[config.mk]
export PLATFORM = sky130hd
export DESIGN_NAME = dcm_comparator
export DESIGN_NICKNAME = d
export VERILOG_FILES = /design/src/rtl/dcm_pkg.sv /design/src/rtl/dcm_comparator.sv
export SDC_FILE = /design/constraint.sdc
export NUM_CORES = 1
export LEC_CHECK = 0
export ABC_AREA = 0
export ABC_CLOCK_PERIOD_IN_PS = 2880
export BUFFER_PORTS_ARGS = -buffer_cell sky130_fd_sc_hd__clkbuf_2
export CAP_MARGIN = 25
export CORE_ASPECT_RATIO = 2
export CORE_MARGIN = 1.5
export CORE_UTILIZATION = 53
export DETAILED_ROUTE_END_ITERATION = 6
export GPL_ROUTABILITY_DRIVEN = 0
export GPL_TIMING_DRIVEN = 0
export PLACE_DENSITY = 0.72
export SYNTH_ARGS = -nofsm -noshare
export SYNTH_HDL_FRONTEND = slang
export SYNTH_SLANG_ARGS = --single-unit
[constraint.sdc]
create_clock -name core_clk -period 2.88 [get_ports core_clk]
set_clock_uncertainty 0.15 [all_clocks]
set_input_delay 0.576 -clock core_clk [delete_from_list [all_inputs] [get_ports core_clk]]
set_output_delay 0.576 -clock core_clk [all_outputs]
set_load 0.005 [all_outputs]
[src/rtl/dcm_pkg.sv]
package dcm_pkg;
	// register window, byte addresses
	localparam logic [7:0] ADDR_CTRL      = 8'h28;
	localparam logic [7:0] ADDR_ADR_HIGH  = 8'h29;
	localparam logic [7:0] ADDR_ADR_MID   = 8'h2a;
	localparam logic [7:0] ADDR_ADR_LOW   = 8'h2b;
	localparam logic [7:0] ADDR_DAT_HIGH  = 8'h2c;
	localparam logic [7:0] ADDR_DAT_LOW   = 8'h2d;
	localparam logic [7:0] ADDR_MSK_HIGH  = 8'h2e;
	localparam logic [7:0] ADDR_MSK_LOW   = 8'h2f;
	// own registers: window select / arm, interrupt status, interrupt mask
	localparam logic [7:0] ADDR_DBG_CTL1  = 8'h20;
	localparam logic [7:0] ADDR_INT_STAT  = 8'h21;
	localparam logic [7:0] ADDR_INT_MASK  = 8'h22;
	// control byte fields
	localparam int CTL_ENABLE   = 0;
	localparam int CTL_RSVD     = 1;
	localparam int CTL_DIR_EN   = 2;
	localparam int CTL_DIR_VAL  = 3;
	localparam int CTL_SESS_END = 4;
	localparam int CTL_MARK     = 5;
	localparam int CTL_BIT6     = 6;
	localparam int CTL_SIZE_EN  = 7;
	// debug_control_one fields
	localparam int DC1_SEL_LO   = 0;
	localparam int DC1_ARM      = 7;
	localparam logic [7:0] RST_BYTE = 8'h00;
	localparam int NUM_CH = 4;
	localparam int ADR_W  = 23;
	localparam int DAT_W  = 16;

	// one cycle of the monitored cpu bus
	typedef struct packed {
		logic              valid;   // bus cycle present
		logic [ADR_W-1:0]  addr;
		logic [DAT_W-1:0]  data;
		logic              read;    // 1 read, 0 write
		logic              byte_sz; // 1 byte, 0 word
	} dcm_bus_s;

	// per-channel register set
	typedef struct packed {
		logic [7:0]        ctl;
		logic [ADR_W-1:0]  adr;
		logic [DAT_W-1:0]  dat;
		logic [DAT_W-1:0]  msk;
	} dcm_chan_s;
endpackage : dcm_pkg

[src/rtl/dcm_comparator.sv]
// The implementer's own choice: strobed register access.
`timescale 1ns/100ps
// Operation
// channels 0,2 eight bytes; 1,3 four bytes
// two-bit selector picks window channel
// window order: control, address, data, masks
// channels 1,3 data bytes read zero, ignore writes
// reads anytime; writes dropped while armed
// software keeps control bit 1 cleared
// bit 7 enables size compare, unless marking
// bit 6 selects word or byte size
// bit 6 inverts data match sense
// data mask selects compared data bits
// bit 5 marks opcode, triggers on execute
// bit 4 match ends session, disarms
// bit 4 clear leaves ending to sequencer
// bit 2 enables direction, bit 3 picks it
// marking ignores direction bits
// bit 0 enables the channel
// address register bits compared per bus bit
// mask bit one includes data bit
// match shown in the qualifying bus cycle
module dcm_comparator
	import dcm_pkg::*;
(
	input  wire logic                core_clk,
	input  wire logic                nrst,
	input  wire logic [7:0]          reg_addr,
	input  wire logic [7:0]          reg_wdata,
	input  wire logic                reg_wr,
	input  wire logic                reg_rd,
	output logic      [7:0]          reg_rdata,
	input  wire dcm_bus_s            cpu_bus,
	input  wire logic [NUM_CH-1:0]   opcode_exec,
	input  wire logic                breakpoint_enable_control,
	output logic      [NUM_CH-1:0]   chan_match,
	output logic      [NUM_CH-1:0]   opcode_mark,
	output logic                     session_end,
	output logic                     break_req,
	output logic                     irq
);
	dcm_chan_s          chan_reg [NUM_CH];   // comparator register sets
	logic [7:0]         dbg_ctl1_reg;        // selector and arm bit
	logic [NUM_CH-1:0]  int_stat_reg;        // sticky match events
	logic [NUM_CH-1:0]  int_mask_reg;        // interrupt enables
	logic [NUM_CH-1:0]  marked_reg;          // pending opcode marks
	logic [1:0]         comparator_window_select;
	logic               armed;
	logic [NUM_CH-1:0]  raw_hit;             // qualified compare this cycle
	logic [NUM_CH-1:0]  trig;                // trigger (immediate or marked)
	logic               end_now;
	dcm_chan_s          win_reg;             // register set shown in the window
	logic               win_data;            // shown channel has data bytes

	// byte lanes of the compare values; the top address lane is seven bits
	localparam int BYTE_W     = 8;
	localparam int ADR_MID_LO = BYTE_W;
	localparam int ADR_HI_LO  = 2 * BYTE_W;
	localparam int ADR_HI_W   = ADR_W - ADR_HI_LO;
	localparam int DAT_HI_LO  = BYTE_W;

	assign comparator_window_select = dbg_ctl1_reg[DC1_SEL_LO +: 2];
	assign armed = dbg_ctl1_reg[DC1_ARM];

	// odd channels carry no data comparator
	function automatic logic has_data(input logic [1:0] ch);
		has_data = ~ch[0];
	endfunction : has_data

	// true when the address falls inside the shared window
	function automatic logic in_win(input logic [7:0] a);
		in_win = (a >= ADDR_CTRL) && (a <= ADDR_MSK_LOW);
	endfunction : in_win

	// one mux for the whole read path keeps the case arms short
	assign win_reg  = chan_reg[comparator_window_select];
	// odd channels read zero here instead of relying on stale storage
	assign win_data = has_data(comparator_window_select);

	// register writes; a write while armed is simply dropped
	always_ff @(posedge core_clk or negedge nrst) begin
		if (!nrst) begin
			for (int i = 0; i < NUM_CH; i++) begin
				chan_reg[i] <= '0;
			end
		end else if (reg_wr && !armed && in_win(reg_addr)) begin
			unique case (reg_addr)
				ADDR_CTRL:     chan_reg[comparator_window_select].ctl <= reg_wdata;
				ADDR_ADR_HIGH: chan_reg[comparator_window_select].adr[ADR_HI_LO +: ADR_HI_W]
					<= reg_wdata[ADR_HI_W-1:0];
				ADDR_ADR_MID:  chan_reg[comparator_window_select].adr[ADR_MID_LO +: BYTE_W] <= reg_wdata;
				ADDR_ADR_LOW:  chan_reg[comparator_window_select].adr[BYTE_W-1:0] <= reg_wdata;
				default: begin
					// data and mask bytes exist only on even channels
					if (has_data(comparator_window_select)) begin
						unique case (reg_addr)
							ADDR_DAT_HIGH: chan_reg[comparator_window_select].dat[DAT_HI_LO +: BYTE_W] <= reg_wdata;
							ADDR_DAT_LOW:  chan_reg[comparator_window_select].dat[BYTE_W-1:0] <= reg_wdata;
							ADDR_MSK_HIGH: chan_reg[comparator_window_select].msk[DAT_HI_LO +: BYTE_W] <= reg_wdata;
							default:       chan_reg[comparator_window_select].msk[BYTE_W-1:0] <= reg_wdata;
						endcase
					end
				end
			endcase
		end
	end

	// debug control one: selector writable anytime, arm cleared by session end
	// a write in the ending cycle loses to the disarm, so the end always sticks
	always_ff @(posedge core_clk or negedge nrst) begin
		if (!nrst) begin
			dbg_ctl1_reg <= RST_BYTE;
		end else if (end_now) begin
			dbg_ctl1_reg[DC1_ARM] <= 1'b0;
		end else if (reg_wr && reg_addr == ADDR_DBG_CTL1) begin
			dbg_ctl1_reg <= reg_wdata;
		end
	end

	// read data, one cycle after the strobe, zero otherwise
	always_ff @(posedge core_clk or negedge nrst) begin
		if (!nrst) begin
			reg_rdata <= RST_BYTE;
		end else if (!reg_rd) begin
			reg_rdata <= RST_BYTE;
		end else begin
			unique case (reg_addr)
				ADDR_CTRL:     reg_rdata <= win_reg.ctl;
				ADDR_ADR_HIGH: reg_rdata <= BYTE_W'(win_reg.adr[ADR_HI_LO +: ADR_HI_W]);
				ADDR_ADR_MID:  reg_rdata <= win_reg.adr[ADR_MID_LO +: BYTE_W];
				ADDR_ADR_LOW:  reg_rdata <= win_reg.adr[BYTE_W-1:0];
				ADDR_DAT_HIGH: reg_rdata <= win_data ? win_reg.dat[DAT_HI_LO +: BYTE_W] : RST_BYTE;
				ADDR_DAT_LOW:  reg_rdata <= win_data ? win_reg.dat[BYTE_W-1:0] : RST_BYTE;
				ADDR_MSK_HIGH: reg_rdata <= win_data ? win_reg.msk[DAT_HI_LO +: BYTE_W] : RST_BYTE;
				ADDR_MSK_LOW:  reg_rdata <= win_data ? win_reg.msk[BYTE_W-1:0] : RST_BYTE;
				ADDR_DBG_CTL1: reg_rdata <= dbg_ctl1_reg;
				ADDR_INT_STAT: reg_rdata <= BYTE_W'(int_stat_reg);
				ADDR_INT_MASK: reg_rdata <= BYTE_W'(int_mask_reg);
				default:       reg_rdata <= RST_BYTE; // unmapped reads zero
			endcase
		end
	end

	// per-channel qualification; odd channels never hold data, so their
	// data fields stay zero and are unused
	generate
		for (genvar c = 0; c < NUM_CH; c++) begin : g_ch
			logic [7:0] ctl;
			logic       adr_ok, dat_ok, size_ok, dir_ok, mark;
			assign ctl  = chan_reg[c].ctl;
			assign mark = ctl[CTL_MARK];
			assign adr_ok = (cpu_bus.addr == chan_reg[c].adr);
			if (c % 2 == 0) begin : g_data
				logic eq;
				// masked equality, optionally inverted
				assign eq = ((cpu_bus.data ^ chan_reg[c].dat) & chan_reg[c].msk) == '0;
				assign dat_ok  = mark | (eq ^ ctl[CTL_BIT6]);
				assign size_ok = 1'b1;
			end else begin : g_size
				assign dat_ok  = 1'b1;
				assign size_ok = mark | ~ctl[CTL_SIZE_EN]
					| (cpu_bus.byte_sz == ctl[CTL_BIT6]);
			end
			// direction ignored when marking or disabled
			assign dir_ok = mark | ~ctl[CTL_DIR_EN]
				| (cpu_bus.read == ctl[CTL_DIR_VAL]);
			assign raw_hit[c] = cpu_bus.valid & ctl[CTL_ENABLE]
				& adr_ok & dat_ok & size_ok & dir_ok;
			assign chan_match[c]  = raw_hit[c] & ~mark;
			assign opcode_mark[c] = raw_hit[c] & mark;
			// marked opcode fires when it reaches execution
			assign trig[c] = chan_match[c] | (marked_reg[c] & opcode_exec[c]);
		end
	endgenerate

	// pending marks, set wins over the consuming execute
	// a new mark in the execute cycle belongs to a later opcode, so dropping
	// it there would lose a trigger
	always_ff @(posedge core_clk or negedge nrst) begin
		if (!nrst) begin
			marked_reg <= '0;
		end else begin
			marked_reg <= (marked_reg & ~opcode_exec) | opcode_mark;
		end
	end

	// session end only for channels with the end bit; others go to sequencer
	// gated by the arm bit so a stray match after the session stays harmless
	always_comb begin
		end_now = 1'b0;
		for (int i = 0; i < NUM_CH; i++) begin
			end_now = end_now | (trig[i] & chan_reg[i].ctl[CTL_SESS_END]);
		end
		end_now = end_now & armed;
	end
	assign session_end = end_now;
	assign break_req   = end_now & breakpoint_enable_control;

	// sticky status, write one clears, a new event wins
	// a trigger in the clearing cycle survives, so no event is ever lost
	always_ff @(posedge core_clk or negedge nrst) begin
		if (!nrst) begin
			int_stat_reg <= '0;
		end else begin
			int_stat_reg <= (int_stat_reg
				& ~((reg_wr && reg_addr == ADDR_INT_STAT) ? reg_wdata[NUM_CH-1:0]
				: {NUM_CH{1'b0}})) | trig;
		end
	end

	// interrupt mask
	// masking gates only the interrupt line, never the status bits
	always_ff @(posedge core_clk or negedge nrst) begin
		if (!nrst) begin
			int_mask_reg <= '0;
		end else if (reg_wr && reg_addr == ADDR_INT_MASK) begin
			int_mask_reg <= reg_wdata[NUM_CH-1:0];
		end
	end
	assign irq = |(int_stat_reg & int_mask_reg);

	// a window write while armed leaves every register set unchanged
	property p_armed_write_dropped;
		@(posedge core_clk) disable iff (!nrst)
		(reg_wr && armed && in_win(reg_addr))
		|=> ($stable(chan_reg[0]) && $stable(chan_reg[1])
			&& $stable(chan_reg[2]) && $stable(chan_reg[3]));
	endproperty
	a_armed_write_dropped: assert property (p_armed_write_dropped)
		else $error("control changed while armed");

	// odd channel data reads zero
	property p_odd_data_zero;
		@(posedge core_clk) disable iff (!nrst)
		(reg_rd && comparator_window_select[0] && reg_addr >= ADDR_DAT_HIGH
			&& reg_addr <= ADDR_MSK_LOW) |=> (reg_rdata == 8'h00);
	endproperty
	a_odd_data_zero: assert property (p_odd_data_zero)
		else $error("odd channel data byte not zero");

	// disabled channel never matches
	property p_disabled_quiet;
		@(posedge core_clk) disable iff (!nrst)
		!chan_reg[1].ctl[CTL_ENABLE] |-> !raw_hit[1];
	endproperty
	a_disabled_quiet: assert property (p_disabled_quiet)
		else $error("disabled channel matched");

	// marking suppresses immediate match
	property p_mark_no_match;
		@(posedge core_clk) disable iff (!nrst)
		chan_reg[0].ctl[CTL_MARK] |-> !chan_match[0];
	endproperty
	a_mark_no_match: assert property (p_mark_no_match)
		else $error("marked channel matched directly");

	// wrong direction gives no match
	property p_dir;
		@(posedge core_clk) disable iff (!nrst)
		(chan_match[0] && chan_reg[0].ctl[CTL_DIR_EN])
		|-> (cpu_bus.read == chan_reg[0].ctl[CTL_DIR_VAL]);
	endproperty
	a_dir: assert property (p_dir)
		else $error("direction mismatch matched");

	// match implies address equality
	property p_addr;
		@(posedge core_clk) disable iff (!nrst)
		chan_match[1] |-> (cpu_bus.addr == chan_reg[1].adr);
	endproperty
	a_addr: assert property (p_addr)
		else $error("match without address equality");

	// session end disarms on the next edge
	property p_disarm;
		@(posedge core_clk) disable iff (!nrst)
		session_end |=> !armed;
	endproperty
	a_disarm: assert property (p_disarm)
		else $error("not disarmed after session end");

	// size compare honoured on channel 1
	property p_size;
		@(posedge core_clk) disable iff (!nrst)
		(chan_match[1] && chan_reg[1].ctl[CTL_SIZE_EN])
		|-> (cpu_bus.byte_sz == chan_reg[1].ctl[CTL_BIT6]);
	endproperty
	a_size: assert property (p_size)
		else $error("size mismatch matched");

	// no end bit on any channel, no session end at all
	property p_no_end;
		@(posedge core_clk) disable iff (!nrst)
		(chan_reg[0].ctl[CTL_SESS_END] == 1'b0 && chan_reg[1].ctl[CTL_SESS_END] == 1'b0
			&& chan_reg[2].ctl[CTL_SESS_END] == 1'b0 && chan_reg[3].ctl[CTL_SESS_END] == 1'b0)
		|-> !session_end;
	endproperty
	a_no_end: assert property (p_no_end)
		else $error("session ended without end bit");

	// the shown channel takes a window write
	property p_win_write;
		@(posedge core_clk) disable iff (!nrst)
		(reg_wr && !armed && reg_addr == ADDR_CTRL && comparator_window_select == 2'h2)
		|=> (chan_reg[2].ctl == $past(reg_wdata));
	endproperty
	a_win_write: assert property (p_win_write)
		else $error("selected control byte not written");

	// a window write to channel 2 leaves hidden channel 0 alone
	property p_win_others;
		@(posedge core_clk) disable iff (!nrst)
		(reg_wr && !armed && reg_addr == ADDR_CTRL && comparator_window_select == 2'h2)
		|=> $stable(chan_reg[0].ctl);
	endproperty
	a_win_others: assert property (p_win_others)
		else $error("hidden control byte written");

	// the control byte sits at the lowest window address
	property p_ctl_read;
		@(posedge core_clk) disable iff (!nrst)
		(reg_rd && reg_addr == ADDR_CTRL && comparator_window_select == 2'h0)
		|=> (reg_rdata == $past(chan_reg[0].ctl));
	endproperty
	a_ctl_read: assert property (p_ctl_read)
		else $error("control byte read back wrong");

	// read data stand one cycle only, then return to zero
	property p_rdata_idle;
		@(posedge core_clk) disable iff (!nrst)
		!reg_rd |=> (reg_rdata == RST_BYTE);
	endproperty
	a_rdata_idle: assert property (p_rdata_idle)
		else $error("read data without a read");

	// odd channel data and mask writes change nothing
	property p_odd_write_ignored;
		@(posedge core_clk) disable iff (!nrst)
		(reg_wr && comparator_window_select == 2'h1
			&& reg_addr >= ADDR_DAT_HIGH && reg_addr <= ADDR_MSK_LOW)
		|=> ($stable(chan_reg[1].dat) && $stable(chan_reg[1].msk));
	endproperty
	a_odd_write_ignored: assert property (p_odd_write_ignored)
		else $error("odd channel data byte written");

	// a mark is held until its opcode executes
	property p_mark_pending;
		@(posedge core_clk) disable iff (!nrst)
		opcode_mark[0] |=> marked_reg[0];
	endproperty
	a_mark_pending: assert property (p_mark_pending)
		else $error("opcode mark not held");

	// an executed mark records a trigger
	property p_mark_trigger;
		@(posedge core_clk) disable iff (!nrst)
		(marked_reg[0] && opcode_exec[0]) |=> int_stat_reg[0];
	endproperty
	a_mark_trigger: assert property (p_mark_trigger)
		else $error("executed mark gave no trigger");

	// an immediate match is recorded on the next edge
	property p_match_status;
		@(posedge core_clk) disable iff (!nrst)
		chan_match[0] |=> int_stat_reg[0];
	endproperty
	a_match_status: assert property (p_match_status)
		else $error("match not recorded");

	// a breakpoint needs the enable, the arm and a session end
	property p_break;
		@(posedge core_clk) disable iff (!nrst)
		break_req |-> (session_end && breakpoint_enable_control && armed);
	endproperty
	a_break: assert property (p_break)
		else $error("breakpoint without session end");
endmodule : dcm_comparator

==> results of run 1 <==
## worst register-to-register path: stages (launching register included)
cell	delay (ns)
dfrtp_1	0.39
xor2_1	0.16
a22oi_2	0.38
nand4_1	0.16
buf_6	0.18
buf_6	0.12
nor4bb_4	0.36
o311ai_4	0.14
buf_4	0.18
buf_6	0.11
o2111ai_4	0.06
buf_12	0.17
mux2_4	0.30
## repair_timing
action,CTS,global route
endpoints found under the hold margin,60,0
gates resized for setup,73,50
hold buffers,1,0
setup endpoints to repair,115,76
setup buffers,19,13
pin swaps,29,30
## worst paths after layout
| kind | to | slack, ns | cells after the start |
|---|---|---|---|
| max in group asynchronous | async pin | 1.09 | 3 |
| worst min-delay path | marked_reg[0]$_DFF_PN0_ | 0.08 | 2 |
| worst max-delay path | break_req | -0.79 | 9 |
| min in group asynchronous | marked_reg[1]$_DFF_PN0_ | 0.44 | 2 |
| worst min register to register | flip-flop | 0.30 | 1 |
| worst max register to register | dbg_ctl1_reg[4]$_DFFE_PN0P_ | -0.11 | 12 |
## final cells by class
cell class	instances	share of cell area (%)
clock buffer	38	4.69
multi-input combinational	717	41.8
timing repair buffer	115	4.68
clock inverter	7	0.528
antenna	2	0.0302
inverter	8	0.181
tap	344	2.60
sequential	280	42.3
buffer	119	3.19
## power groups by stage
stage | registers [uW] | logic [uW] | clock network, uW
floorplan | 4120 | 408 | 0
global placement | 4140 | 768 | 0
detailed placement | 4140 | 792 | 0
CTS | 4070 | 862 | 3590
global route | 4070 | 942 | 3750
finish | 4070 | 912 | 3590
## cell usage after synthesis, types with 3 or more instances
library cell	count
a21oi_1	8
nor2_1	18
mux4_2	74
o21ai_0	67
nor2_2	4
o211ai_1	3
and3_1	6
buf_2	12
nor2b_1	5
nand2_1	97
dfrtp_1	280
a22oi_1	24
nand3_1	19
and2_1	11
clkbuf_1	99
mux2i_1	12
a21o_1	4
nor3_1	4
nor4_1	24
nand2b_1	13
xor2_1	87
a22o_1	10
inv_1	8
mux2_2	135
buf_1	7
xnor2_1	44
and4_1	6
nand4_1	17
## metrics by stage
stage,utilization (%),hold WS [ns],power [uW],setup slack [ns]
after floorplan,-,0.130,4520,0.148
after global placement,56.7,0.284,4900,-4.70
after detailed placement,57.0,0.292,4930,-1.17
after CTS,62.1,0.0733,8520,-0.728
after global routing,63.3,0.0754,8770,-0.871
final,63.4,0.0755,8570,-0.791
## kinds of logic after synthesis
kind of cell	after synthesis	synth area share [%]
flops	280	50.0
simple gates	234	8.76
mux	221	23.6
compound gates	131	5.94
xor+xnor	131	8.18
buf+inv	127	3.56
## metal layers
layer  global-route usage (%)  up-vias  part of all wire (%)
li1                         -     4293                     -
met4                     37.4        4                    13
met5                        0        -                 0.045
met1                     39.0     5258                    31
met3                     7.60      304                   8.0
met2                     62.6      683                    48
==> qor.yml, run 1 <==
run_status:
  status: "complete, but fails checks"
  violations: "negative setup slack"
placed_design:
  place_area_sq_mm: 0.0149
  io_buffers: 79
  dp_hpwl_um: 35900
  placed_cells_incl_taps: 1550
clock_network:
  cts_buffers: 26
  clockBufferDepth: 3
  htree_levels: 1
  cts_tree: "yes"
  cts.sinks: 280
  clk_pin_slew_worst_paths_ns: 0.07
  clk_latency_ns: 0.57
  clockRootBuffer: "clkbuf_16"
finish:
  syn_to_final_growth_pct: 18.2
  layout_common_cells: "dfrtp_1, mux2_2, clkbuf_1"
  regArea_sq_mm: 0.00702
  fin_area_sq_mm: 0.0166
  multi_input_area_sq_mm: 0.00693
  layout.nets: 1334
  final_common_cell: "dfrtp_1"
  fillCellCount: 2009
  fin_cells: 1630
  drive_above_1_share_pct: 34.7
sta:
  period_needed_ns: 3.67
  rsz0062_at_grt: "true"
  max_freq_ghz: 0.272
  fin_ws_ns: -0.791
  setup_tns_ns: -4.27
  period_share_pct: 127
  finalSetupViolations: 19
  maxSlewViolCount: 0
  worst_slew_pin_slew_ns: 1.05
  maxSlewHeadroom_pct: 29.8
  hold_viol: 0
synthesis:
  synth_top_cell_by_area: "dfrtp_1"
  synth_seq_area_share_pct: 50.0
  synthTopCellsByArea: "dfrtp_1, mux4_2, mux2_2, xor2_1, xnor2_1"
  async_flop_share_pct: 100
  syn-num-nets: 1191
  ys_types: 49
  synth_enable_flop_cells: 0
  synthCells: 1124
  synth-seq-cells: 280
  ys.warnings.count: 0
  synth-main-ff-cell: "dfrtp_1"
  syn_area_sq_mm: 0.0140
  syn_avg_cell_area_sq_um: 12.5
  yosysTopAreaCellShare_pct: 50.0
die:
  initial_core_util_pct: 53.6
  dieArea_sq_mm: 0.0275
  die_x_um: 118
  io_pins: 86
  die_h_um: 233
  core-area_sq_mm: 0.0262
  num_rows: 84
detailed_routing:
  avgViaCountPerCell: 6.47
  drt-wirelength-per-cell_um: 31.1
  drt_iter0_drc: 1232
  drtAntennaViolNets: 0
  drt-pass1-iter-count: 7
  vias: 10500
  drc: 0
  drt_wl_total_um: 50700
job:
  drv_cap: 0
critical_path:
  cpMaxStageDelayCell: "dfrtp_1"
  worst_setup_path_start_kind: "flip-flop"
  end_kind: "output port"
  crit_buf_inv: 2
  cp_cell_sequence: "xor2_1 > a22oi_2 > nand4_1 > buf_6 > o211a_1 > o311ai_4 > o211ai_1 > and2_1 > buf_2"
  critPathArrivalTime_ns: 2.95
  cpLargestDelayFamily: "compound AO/OA/AOI/OAI gates"
  critical-path-max-stage-delay_ns: 0.39
  worstPathMaxFanout: 3
  criticalPathCategory: "reg2out"
  required_ns: 2.15
pwr:
  leakagePower_uw: 0.00762
  vdd_drop_max_mv: 0.569
  p_sw_share_pct: 25.4
  power.net_switching_uw: 2180
  p_int_uw: 6390
  seq_power_share_pct: 47.4
  power_density_mw_per_mm2: 517
  p_clk_share_pct: 41.9
  combPwrFrac_pct: 10.6
global_route:
  grt_pass1_wl_um: 72300
  overflow: 0
  grtUsageTotal_pct: 37.7
  grt_max_degree: 114
  grt_pass1_vias: 10900
  grt_antenna_before_repair: 3
min_path:
  min-delay-path-class: "in2reg"
  min_from: "opcode_exec[0]"
No activity file was read; power rests on OpenSTA's default activity.
==> inputs of run 2 (changes only) <==
--- a/config.mk
+++ b/config.mk
@@ -6,7 +6,7 @@
 export NUM_CORES = 1
 export LEC_CHECK = 0
 export ABC_AREA = 0
-export ABC_CLOCK_PERIOD_IN_PS = 2880
+export ABC_CLOCK_PERIOD_IN_PS = 4600
 export BUFFER_PORTS_ARGS = -buffer_cell sky130_fd_sc_hd__clkbuf_2
 export CAP_MARGIN = 25
 export CORE_ASPECT_RATIO = 2
@@ -15,6 +15,7 @@
 export DETAILED_ROUTE_END_ITERATION = 6
 export GPL_ROUTABILITY_DRIVEN = 0
 export GPL_TIMING_DRIVEN = 0
+export HOLD_SLACK_MARGIN = 0.06
 export PLACE_DENSITY = 0.72
 export SYNTH_ARGS = -nofsm -noshare
 export SYNTH_HDL_FRONTEND = slang
==> constraint.sdc (replaced) <==
create_clock -name core_clk -period 4.6 [get_ports core_clk]
set_clock_uncertainty 0.15 [all_clocks]
set_input_delay 0.92 -clock core_clk [delete_from_list [all_inputs] [get_ports core_clk]]
set_output_delay 0.92 -clock core_clk [all_outputs]
set_load 0.005 [all_outputs]
==> run 2 against run 1 <==
Effect of this change:
- largest power group unchanged
- critical path depth is 1 higher
- count of clock-buffer cells in the layout stayed put
- register-to-register slack better by 0.69 ns
- global-route usage is 0.68 points lower
- total power is 38% lower
- the flow now finishes without violations
- non-clock buffer count is 29 lower
- via count is 1.8% lower
- final area is 4.6% lower
==> qor.yml, run 2 (same netlist as run 1, synthesis figures left out) <==
clock_network:
  htree_levels: 1  # unchanged
  clockBufferDepth: 3  # unchanged
  cts.sinks: 280  # unchanged
  clk_latency_ns: 0.56  # was 0.57 ns
  hold_buffers: 0  # was 1
  cts_buffers: 26  # unchanged
  clk_pin_slew_worst_paths_ns: 0.06  # was 0.07 ns
  cts_tree: "yes"  # unchanged
  clockRootBuffer: "clkbuf_16"  # unchanged
critical_path:
  cpMaxStageDelayCell: "a22oi_1"  # was dfrtp_1
  worst_setup_path_start_kind: "input port"  # was flip-flop
  worst_path_most_repeated_cell: "clkbuf_2"
  crit_buf_inv: 3  # was 2
  reg2reg_slack_ns: 0.58  # was -0.11 ns
  criticalPathCategory: "in2out"  # was reg2out
  cpLargestDelayFamily: "compound AO/OA/AOI/OAI gates"  # unchanged
  end_kind: "output port"  # unchanged
  critical-path-max-stage-delay_ns: 0.56  # was 0.39 ns
  required_ns: 3.53  # was 2.15 ns
  cp_cell_sequence: "clkbuf_2 > xor2_1 > a22oi_1 > nand4_1 > buf_4 > o211a_1 > o311ai_1 > o211ai_1 > and2_1 > clkbuf_2"  # was xor2_1 > a22oi_2 > nand4_1 > buf_6 > o211a_1 > o311ai_4 > o211ai_1 > and2_1 > buf_2
  critPathArrivalTime_ns: 3.44  # was 2.95 ns
  worstPathMaxFanout: 3  # unchanged
pwr:
  power_density_mw_per_mm2: 336  # was 517 mW/mm^2
  vdd_drop_max_mv: 0.354  # was 0.569 mV
  leakagePower_uw: 0.00729  # was 0.00762 uW
finish:
  drive_above_1_share_pct: 28.9  # was 34.7%
  n_antenna_cell: 0  # was 2
  syn_to_final_growth_pct: 12.8  # was 18.2%
  layout_common_cells: "dfrtp_1, mux2_2, clkbuf_1"  # unchanged
  fillCellCount: 2119  # was 2009
  final_common_cell: "dfrtp_1"  # unchanged
  layout.nets: 1305  # was 1334
sta:
  period_share_pct: 98.1
  maxSlewHeadroom_pct: 20.6  # was 29.8%
  worst_slew_pin_slew_ns: 1.19  # was 1.05 ns
  rsz0062_at_grt: "false"  # was true
  max_freq_ghz: 0.222
  finalSetupViolations: 0  # was 19
  fin_hold_ws_ns: 0.221  # was 0.0755 ns
  maxSlewViolCount: 0  # unchanged
  fin_ws_ns: 0.0890  # was -0.791 ns
  period_needed_ns: 4.51
  setup_tns_ns: 0  # was -4.27 ns
  hold_viol: 0  # unchanged
die:
  initial_core_util_pct: 53.6  # unchanged
  dieArea_sq_mm: 0.0275  # unchanged
  core-area_sq_mm: 0.0262  # unchanged
  io_pins: 86  # unchanged
  num_rows: 84  # unchanged
  die_h_um: 233  # unchanged
  die_x_um: 118  # unchanged
detailed_routing:
  drt-wirelength-per-cell_um: 31.1  # about the same
  drtAntennaViolNets: 0  # unchanged
  drt_iter0_drc: 1207  # was 1232
  vias: 10400  # was 10500
  drt-pass1-iter-count: 5  # was 7
  drt_wl_total_um: 49800  # was 50700 um
  drc: 0  # unchanged
  avgViaCountPerCell: 6.47  # about the same
placed_design:
  dp_hpwl_um: 35900  # unchanged
  dp_slack_ns: -0.138  # was -1.17 ns
  io_buffers: 79  # unchanged
global_route:
  grt_antenna_before_repair: 1  # was 3
  overflow: 0  # unchanged
  grt_max_degree: 114  # unchanged
  grtUsageTotal_pct: 37.0  # was 37.7%
  grt_pass1_wl_um: 71100  # was 72300 um
  grt_pass1_vias: 10700  # was 10900
job:
  drv_cap: 0  # unchanged
run_status:
  status: "finished clean"  # was complete, but fails checks
min_path:
  min-delay-path-class: "in2async"  # was in2reg
-- run 2: where the power goes --
part | total (uW) | internal, uW | leakage, uW | switching [uW]
clock | 2250 | 1280 | 0.000426 | 974
combinational | 517 | 190 | 0.00297 | 327
sequential | 2550 | 2500 | 0.00389 | 41.2
total | 5320 | 3970 | 0.00729 | 1340
-- run 2: area by class of cell --
| type | instances | area, sq um | share of cell area [%] |
|---|---|---|---|
| flip-flops and latches | 280 | 7010 | 44.3 |
| inverters | 8 | 30.0 | 0.190 |
| plain buffers | 119 | 469 | 2.97 |
| repair buffers | 86 | 498 | 3.15 |
| multi-input cells | 717 | 6520 | 41.2 |
| well taps | 344 | 430 | 2.72 |
| clock buffers | 38 | 777 | 4.91 |
| clock inverters | 7 | 87.6 | 0.554 |
-- run 2: worst paths after layout --
check / startpoint / to / depth (start not counted)
min in group core_clk: flip-flop / flip-flop / 1
setup reg to reg: dbg_ctl1_reg[1]$_DFFE_PN0P_ / reg_rdata[0]$_DFF_PN0_ / 8
hold / removal: nrst / marked_reg[1]$_DFF_PN0_ / 1
max in group asynchronous: nrst / async pin / 2
setup / recovery: cpu_bus[13] / break_req / 10
hold reg to reg: flip-flop / flip-flop / 1
-- run 2: stage by stage --
step | utilization [%] | cells | power (uW) | instance area (sq um)
floorplan | - | 1124 | 2830 | 14000
global placement | 56.7 | 1547 | 3070 | 14800
detailed placement | 57.0 | 1550 | 3090 | 14900
CTS | 60.4 | 1597 | 5290 | 15800
global route | 60.5 | 1599 | 5430 | 15800
finish | 60.5 | 1599 | 5320 | 15800
-- run 2: routing by layer --
layer	up-vias	global-route usage (%)	wire [um]
li1	4221	-	-
met4	2	35.5	6060
met3	271	6.99	3750
met1	5229	38.7	15700
met2	630	62.0	24200
met5	-	0	13
-- run 2: repair_timing --
item                                    4_1_cts  5_1_grt
endpoints found under the setup margin        2        0
gates resized for setup                       1        0
buffers inserted                              2        0
-- run 2: worst register-to-register path, stage by stage, from the launching register on --
cell and delay, ns:
dfrtp_1 0.38, buf_2 0.34, clkbuf_1 0.83, buf_1 0.81, mux4_2 0.38, mux2i_1 0.15, nor4_1 0.51, a211oi_1 0.11
nor2_1 0.27
==> inputs of run 3 (changes only) <==
--- a/config.mk
+++ b/config.mk
@@ -11,12 +11,12 @@
 export CAP_MARGIN = 25
 export CORE_ASPECT_RATIO = 2
 export CORE_MARGIN = 1.5
-export CORE_UTILIZATION = 53
+export CORE_UTILIZATION = 45
 export DETAILED_ROUTE_END_ITERATION = 6
 export GPL_ROUTABILITY_DRIVEN = 0
 export GPL_TIMING_DRIVEN = 0
 export HOLD_SLACK_MARGIN = 0.06
-export PLACE_DENSITY = 0.72
+export PLACE_DENSITY = 0.63
 export SYNTH_ARGS = -nofsm -noshare
 export SYNTH_HDL_FRONTEND = slang
 export SYNTH_SLANG_ARGS = --single-unit
==> run 3 against run 2 <==
Effect of this change:
- die area is 17% higher
- flip-flop and latch count unchanged
- via count fell by 1.6%
- sequential share of layout area down 0.15 points
- largest cell class unchanged
- largest power group unchanged
==> qor.yml, run 3 (same netlist as run 1, synthesis figures left out) <==
run_status:
  status: "finished clean"  # unchanged
sta:
  period_share_pct: 99.7  # was 98.1%
  finalSetupViolations: 0  # unchanged
  maxSlewViolCount: 0  # unchanged
  hold_viol: 0  # unchanged
  setup_tns_ns: 0  # unchanged
  fin_ws_ns: 0.0123  # was 0.0890 ns
  rsz0062_at_grt: "false"  # unchanged
  maxSlewHeadroom_pct: 22.3  # was 20.6%
  period_needed_ns: 4.59  # was 4.51 ns
  fin_hold_ws_ns: 0.291  # was 0.221 ns
  worst_slew_pin_slew_ns: 1.16  # was 1.19 ns
  max_freq_ghz: 0.218  # was 0.222 GHz
die:
  dieArea_sq_mm: 0.0323  # was 0.0275 sq mm
  num_rows: 91  # was 84
  io_pins: 86  # unchanged
  die_x_um: 128  # was 118 um
  core-area_sq_mm: 0.0307  # was 0.0262 sq mm
  initial_core_util_pct: 45.6  # was 53.6%
  die_h_um: 253  # was 233 um
critical_path:
  cp_cell_sequence: "clkbuf_2 > xor2_1 > a22oi_1 > nand4_1 > o211a_1 > o311ai_1 > o211ai_1 > and2_1 > clkbuf_2"  # was clkbuf_2 > xor2_1 > a22oi_1 > nand4_1 > buf_4 > o211a_1 > o311ai_1 > o211ai_1 > and2_1 > clkbuf_2
  startpoint: "cpu_bus[13]"  # unchanged
  required_ns: 3.53  # about the same
  r2r_start: "dbg_ctl1_reg[1]$_DFFE_PN0P_"  # unchanged
  worst_path_most_repeated_cell: "clkbuf_2"  # unchanged
  worst_setup_path_start_kind: "input port"  # unchanged
  end_kind: "output port"  # unchanged
  criticalPathCategory: "in2out"  # unchanged
  worstPathMaxFanout: 3  # unchanged
  r2r_end: "reg_rdata[1]$_DFF_PN0_"  # was reg_rdata[0]$_DFF_PN0_
  critPathArrivalTime_ns: 3.52  # was 3.44 ns
  reg2reg_depth: 8  # unchanged
  reg2reg_slack_ns: 0.72  # was 0.58 ns
  cpMaxStageDelayCell: "o311ai_1"  # was a22oi_1
  critical-path-max-stage-delay_ns: 0.53  # was 0.56 ns
detailed_routing:
  avgViaCountPerCell: 6.25  # was 6.47
  drt_iter0_drc: 929  # was 1207
  drc: 0  # unchanged
  vias: 10200  # was 10400
  drt-wirelength-per-cell_um: 30.9  # was 31.1 um
  drt_wl_total_um: 50300  # was 49800 um
  drtAntennaViolNets: 0  # unchanged
  drt-pass1-iter-count: 5  # unchanged
pwr:
  combPwrFrac_pct: 9.6  # was 9.7%
  seq_power_share_pct: 47.7  # was 47.9%
  vdd_drop_max_mv: 0.301  # was 0.354 mV
  p_int_uw: 3980  # was 3970 uW
  p_clk_share_pct: 42.7  # was 42.4%
  power_density_mw_per_mm2: 336  # about the same
  power.net_switching_uw: 1360  # was 1340 uW
  p_sw_share_pct: 25.4  # was 25.3%
  leakagePower_uw: 0.00729  # about the same
clock_network:
  cts_tree: "yes"  # unchanged
  clk_latency_ns: 0.57  # was 0.56 ns
  cts-resized-gates: 1  # unchanged
  cts_setup_buffers: 0  # was 2
  cts.sinks: 280  # unchanged
  clockRootBuffer: "clkbuf_16"  # unchanged
  clk_pin_slew_worst_paths_ns: 0.06  # about the same
  hold_buffers: 0  # unchanged
  cts_buffers: 26  # unchanged
  clockBufferDepth: 3  # unchanged
  htree_levels: 1  # unchanged
finish:
  final_core_util_pct: 51.6  # was 60.5%
  syn_to_final_growth_pct: 13.2  # was 12.8%
  fin_cells: 1629  # was 1599
  layout.nets: 1304  # was 1305
  drive_above_1_share_pct: 29.0  # was 28.9%
  layout_common_cells: "dfrtp_1, mux2_2, clkbuf_1"  # unchanged
  final_common_cell: "dfrtp_1"  # unchanged
  fillCellCount: 2733  # was 2119
placed_design:
  dp_slack_ns: -0.0464  # was -0.138 ns
  dp_hpwl_um: 37800  # was 35900 um
  placed_cells_incl_taps: 1578  # was 1550
  io_buffers: 79  # unchanged
global_route:
  grt_max_degree: 103  # was 114
  grtUsageTotal_pct: 32.1  # was 37.0%
  grt_antenna_before_repair: 2  # was 1
  grt_pass1_vias: 10700  # about the same
  grt_pass1_wl_um: 72100  # was 71100 um
  overflow: 0  # unchanged
min_path:
  min-delay-path-class: "in2async"  # unchanged
job:
  drv_cap: 0  # unchanged
run 3: changes by cell type in the layout (fill, tap and decap cells not counted), sizes merged:
cell,change
diode,+1
buf,-1
clkinv,+2
run 3: worst max-delay path: cells and delay by family:
family | cells | cell delay (ns)
AND/OR/NAND/NOR | 2 | 0.63
AO/OA/AOI/OAI | 4 | 1.60
buffers and inverters | 2 | 0.21
XOR/XNOR | 1 | 0.15
run 3: how the worst max path moves through the flow:
stage               cells past startpoint         to  slack, ns
floorplan                               7  break_req       1.18
global placement                        1  async pin      -3.51
detailed placement                      9  break_req      -0.05
CTS                                     9  break_req       0.04
global route                            9  break_req       0.05
finish                                  9  break_req       0.01
run 3: cell type report:
| class | instances | area [sq um] | area share, % |
|---|---|---|---|
| Sequential cell | 280 | 7010 | 44.1 |
| Multi-Input combinational cell | 717 | 6520 | 41.1 |
| Clock buffer | 38 | 777 | 4.89 |
| Timing Repair Buffer | 85 | 498 | 3.14 |
| Buffer | 119 | 469 | 2.96 |
| Tap cell | 372 | 465 | 2.93 |
| Clock inverter | 9 | 105 | 0.662 |
| Inverter | 8 | 30.0 | 0.189 |
| Antenna cell | 1 | 2.50 | 0.0158 |
run 3: per-stage QoR:
stage               cell area (sq um)  total power [uW]
finish                          15900              5330
global route                    15900              5470
CTS                             15800              5330
detailed placement              15000              3090
global placement                14900              3080
floorplan                       14000              2830
run 3: power groups by stage:
stage / logic, uW / registers (uW) / clock network (uW)
after global placement: 491 / 2590 / 0
final: 511 / 2550 / 2280
after floorplan: 255 / 2580 / 0
after CTS: 503 / 2540 / 2290
after global routing: 536 / 2550 / 2380
after detailed placement: 501 / 2590 / 0
run 3: metal layers:
layer / up-vias / GRT usage (%) / routed length, um
met1: 5158 / 32.3 / 15800
met2: 547 / 54.7 / 25400
met5: - / 0 / 17
li1: 4233 / - / -
met3: 243 / 5.57 / 3190
met4: 2 / 30.9 / 5860
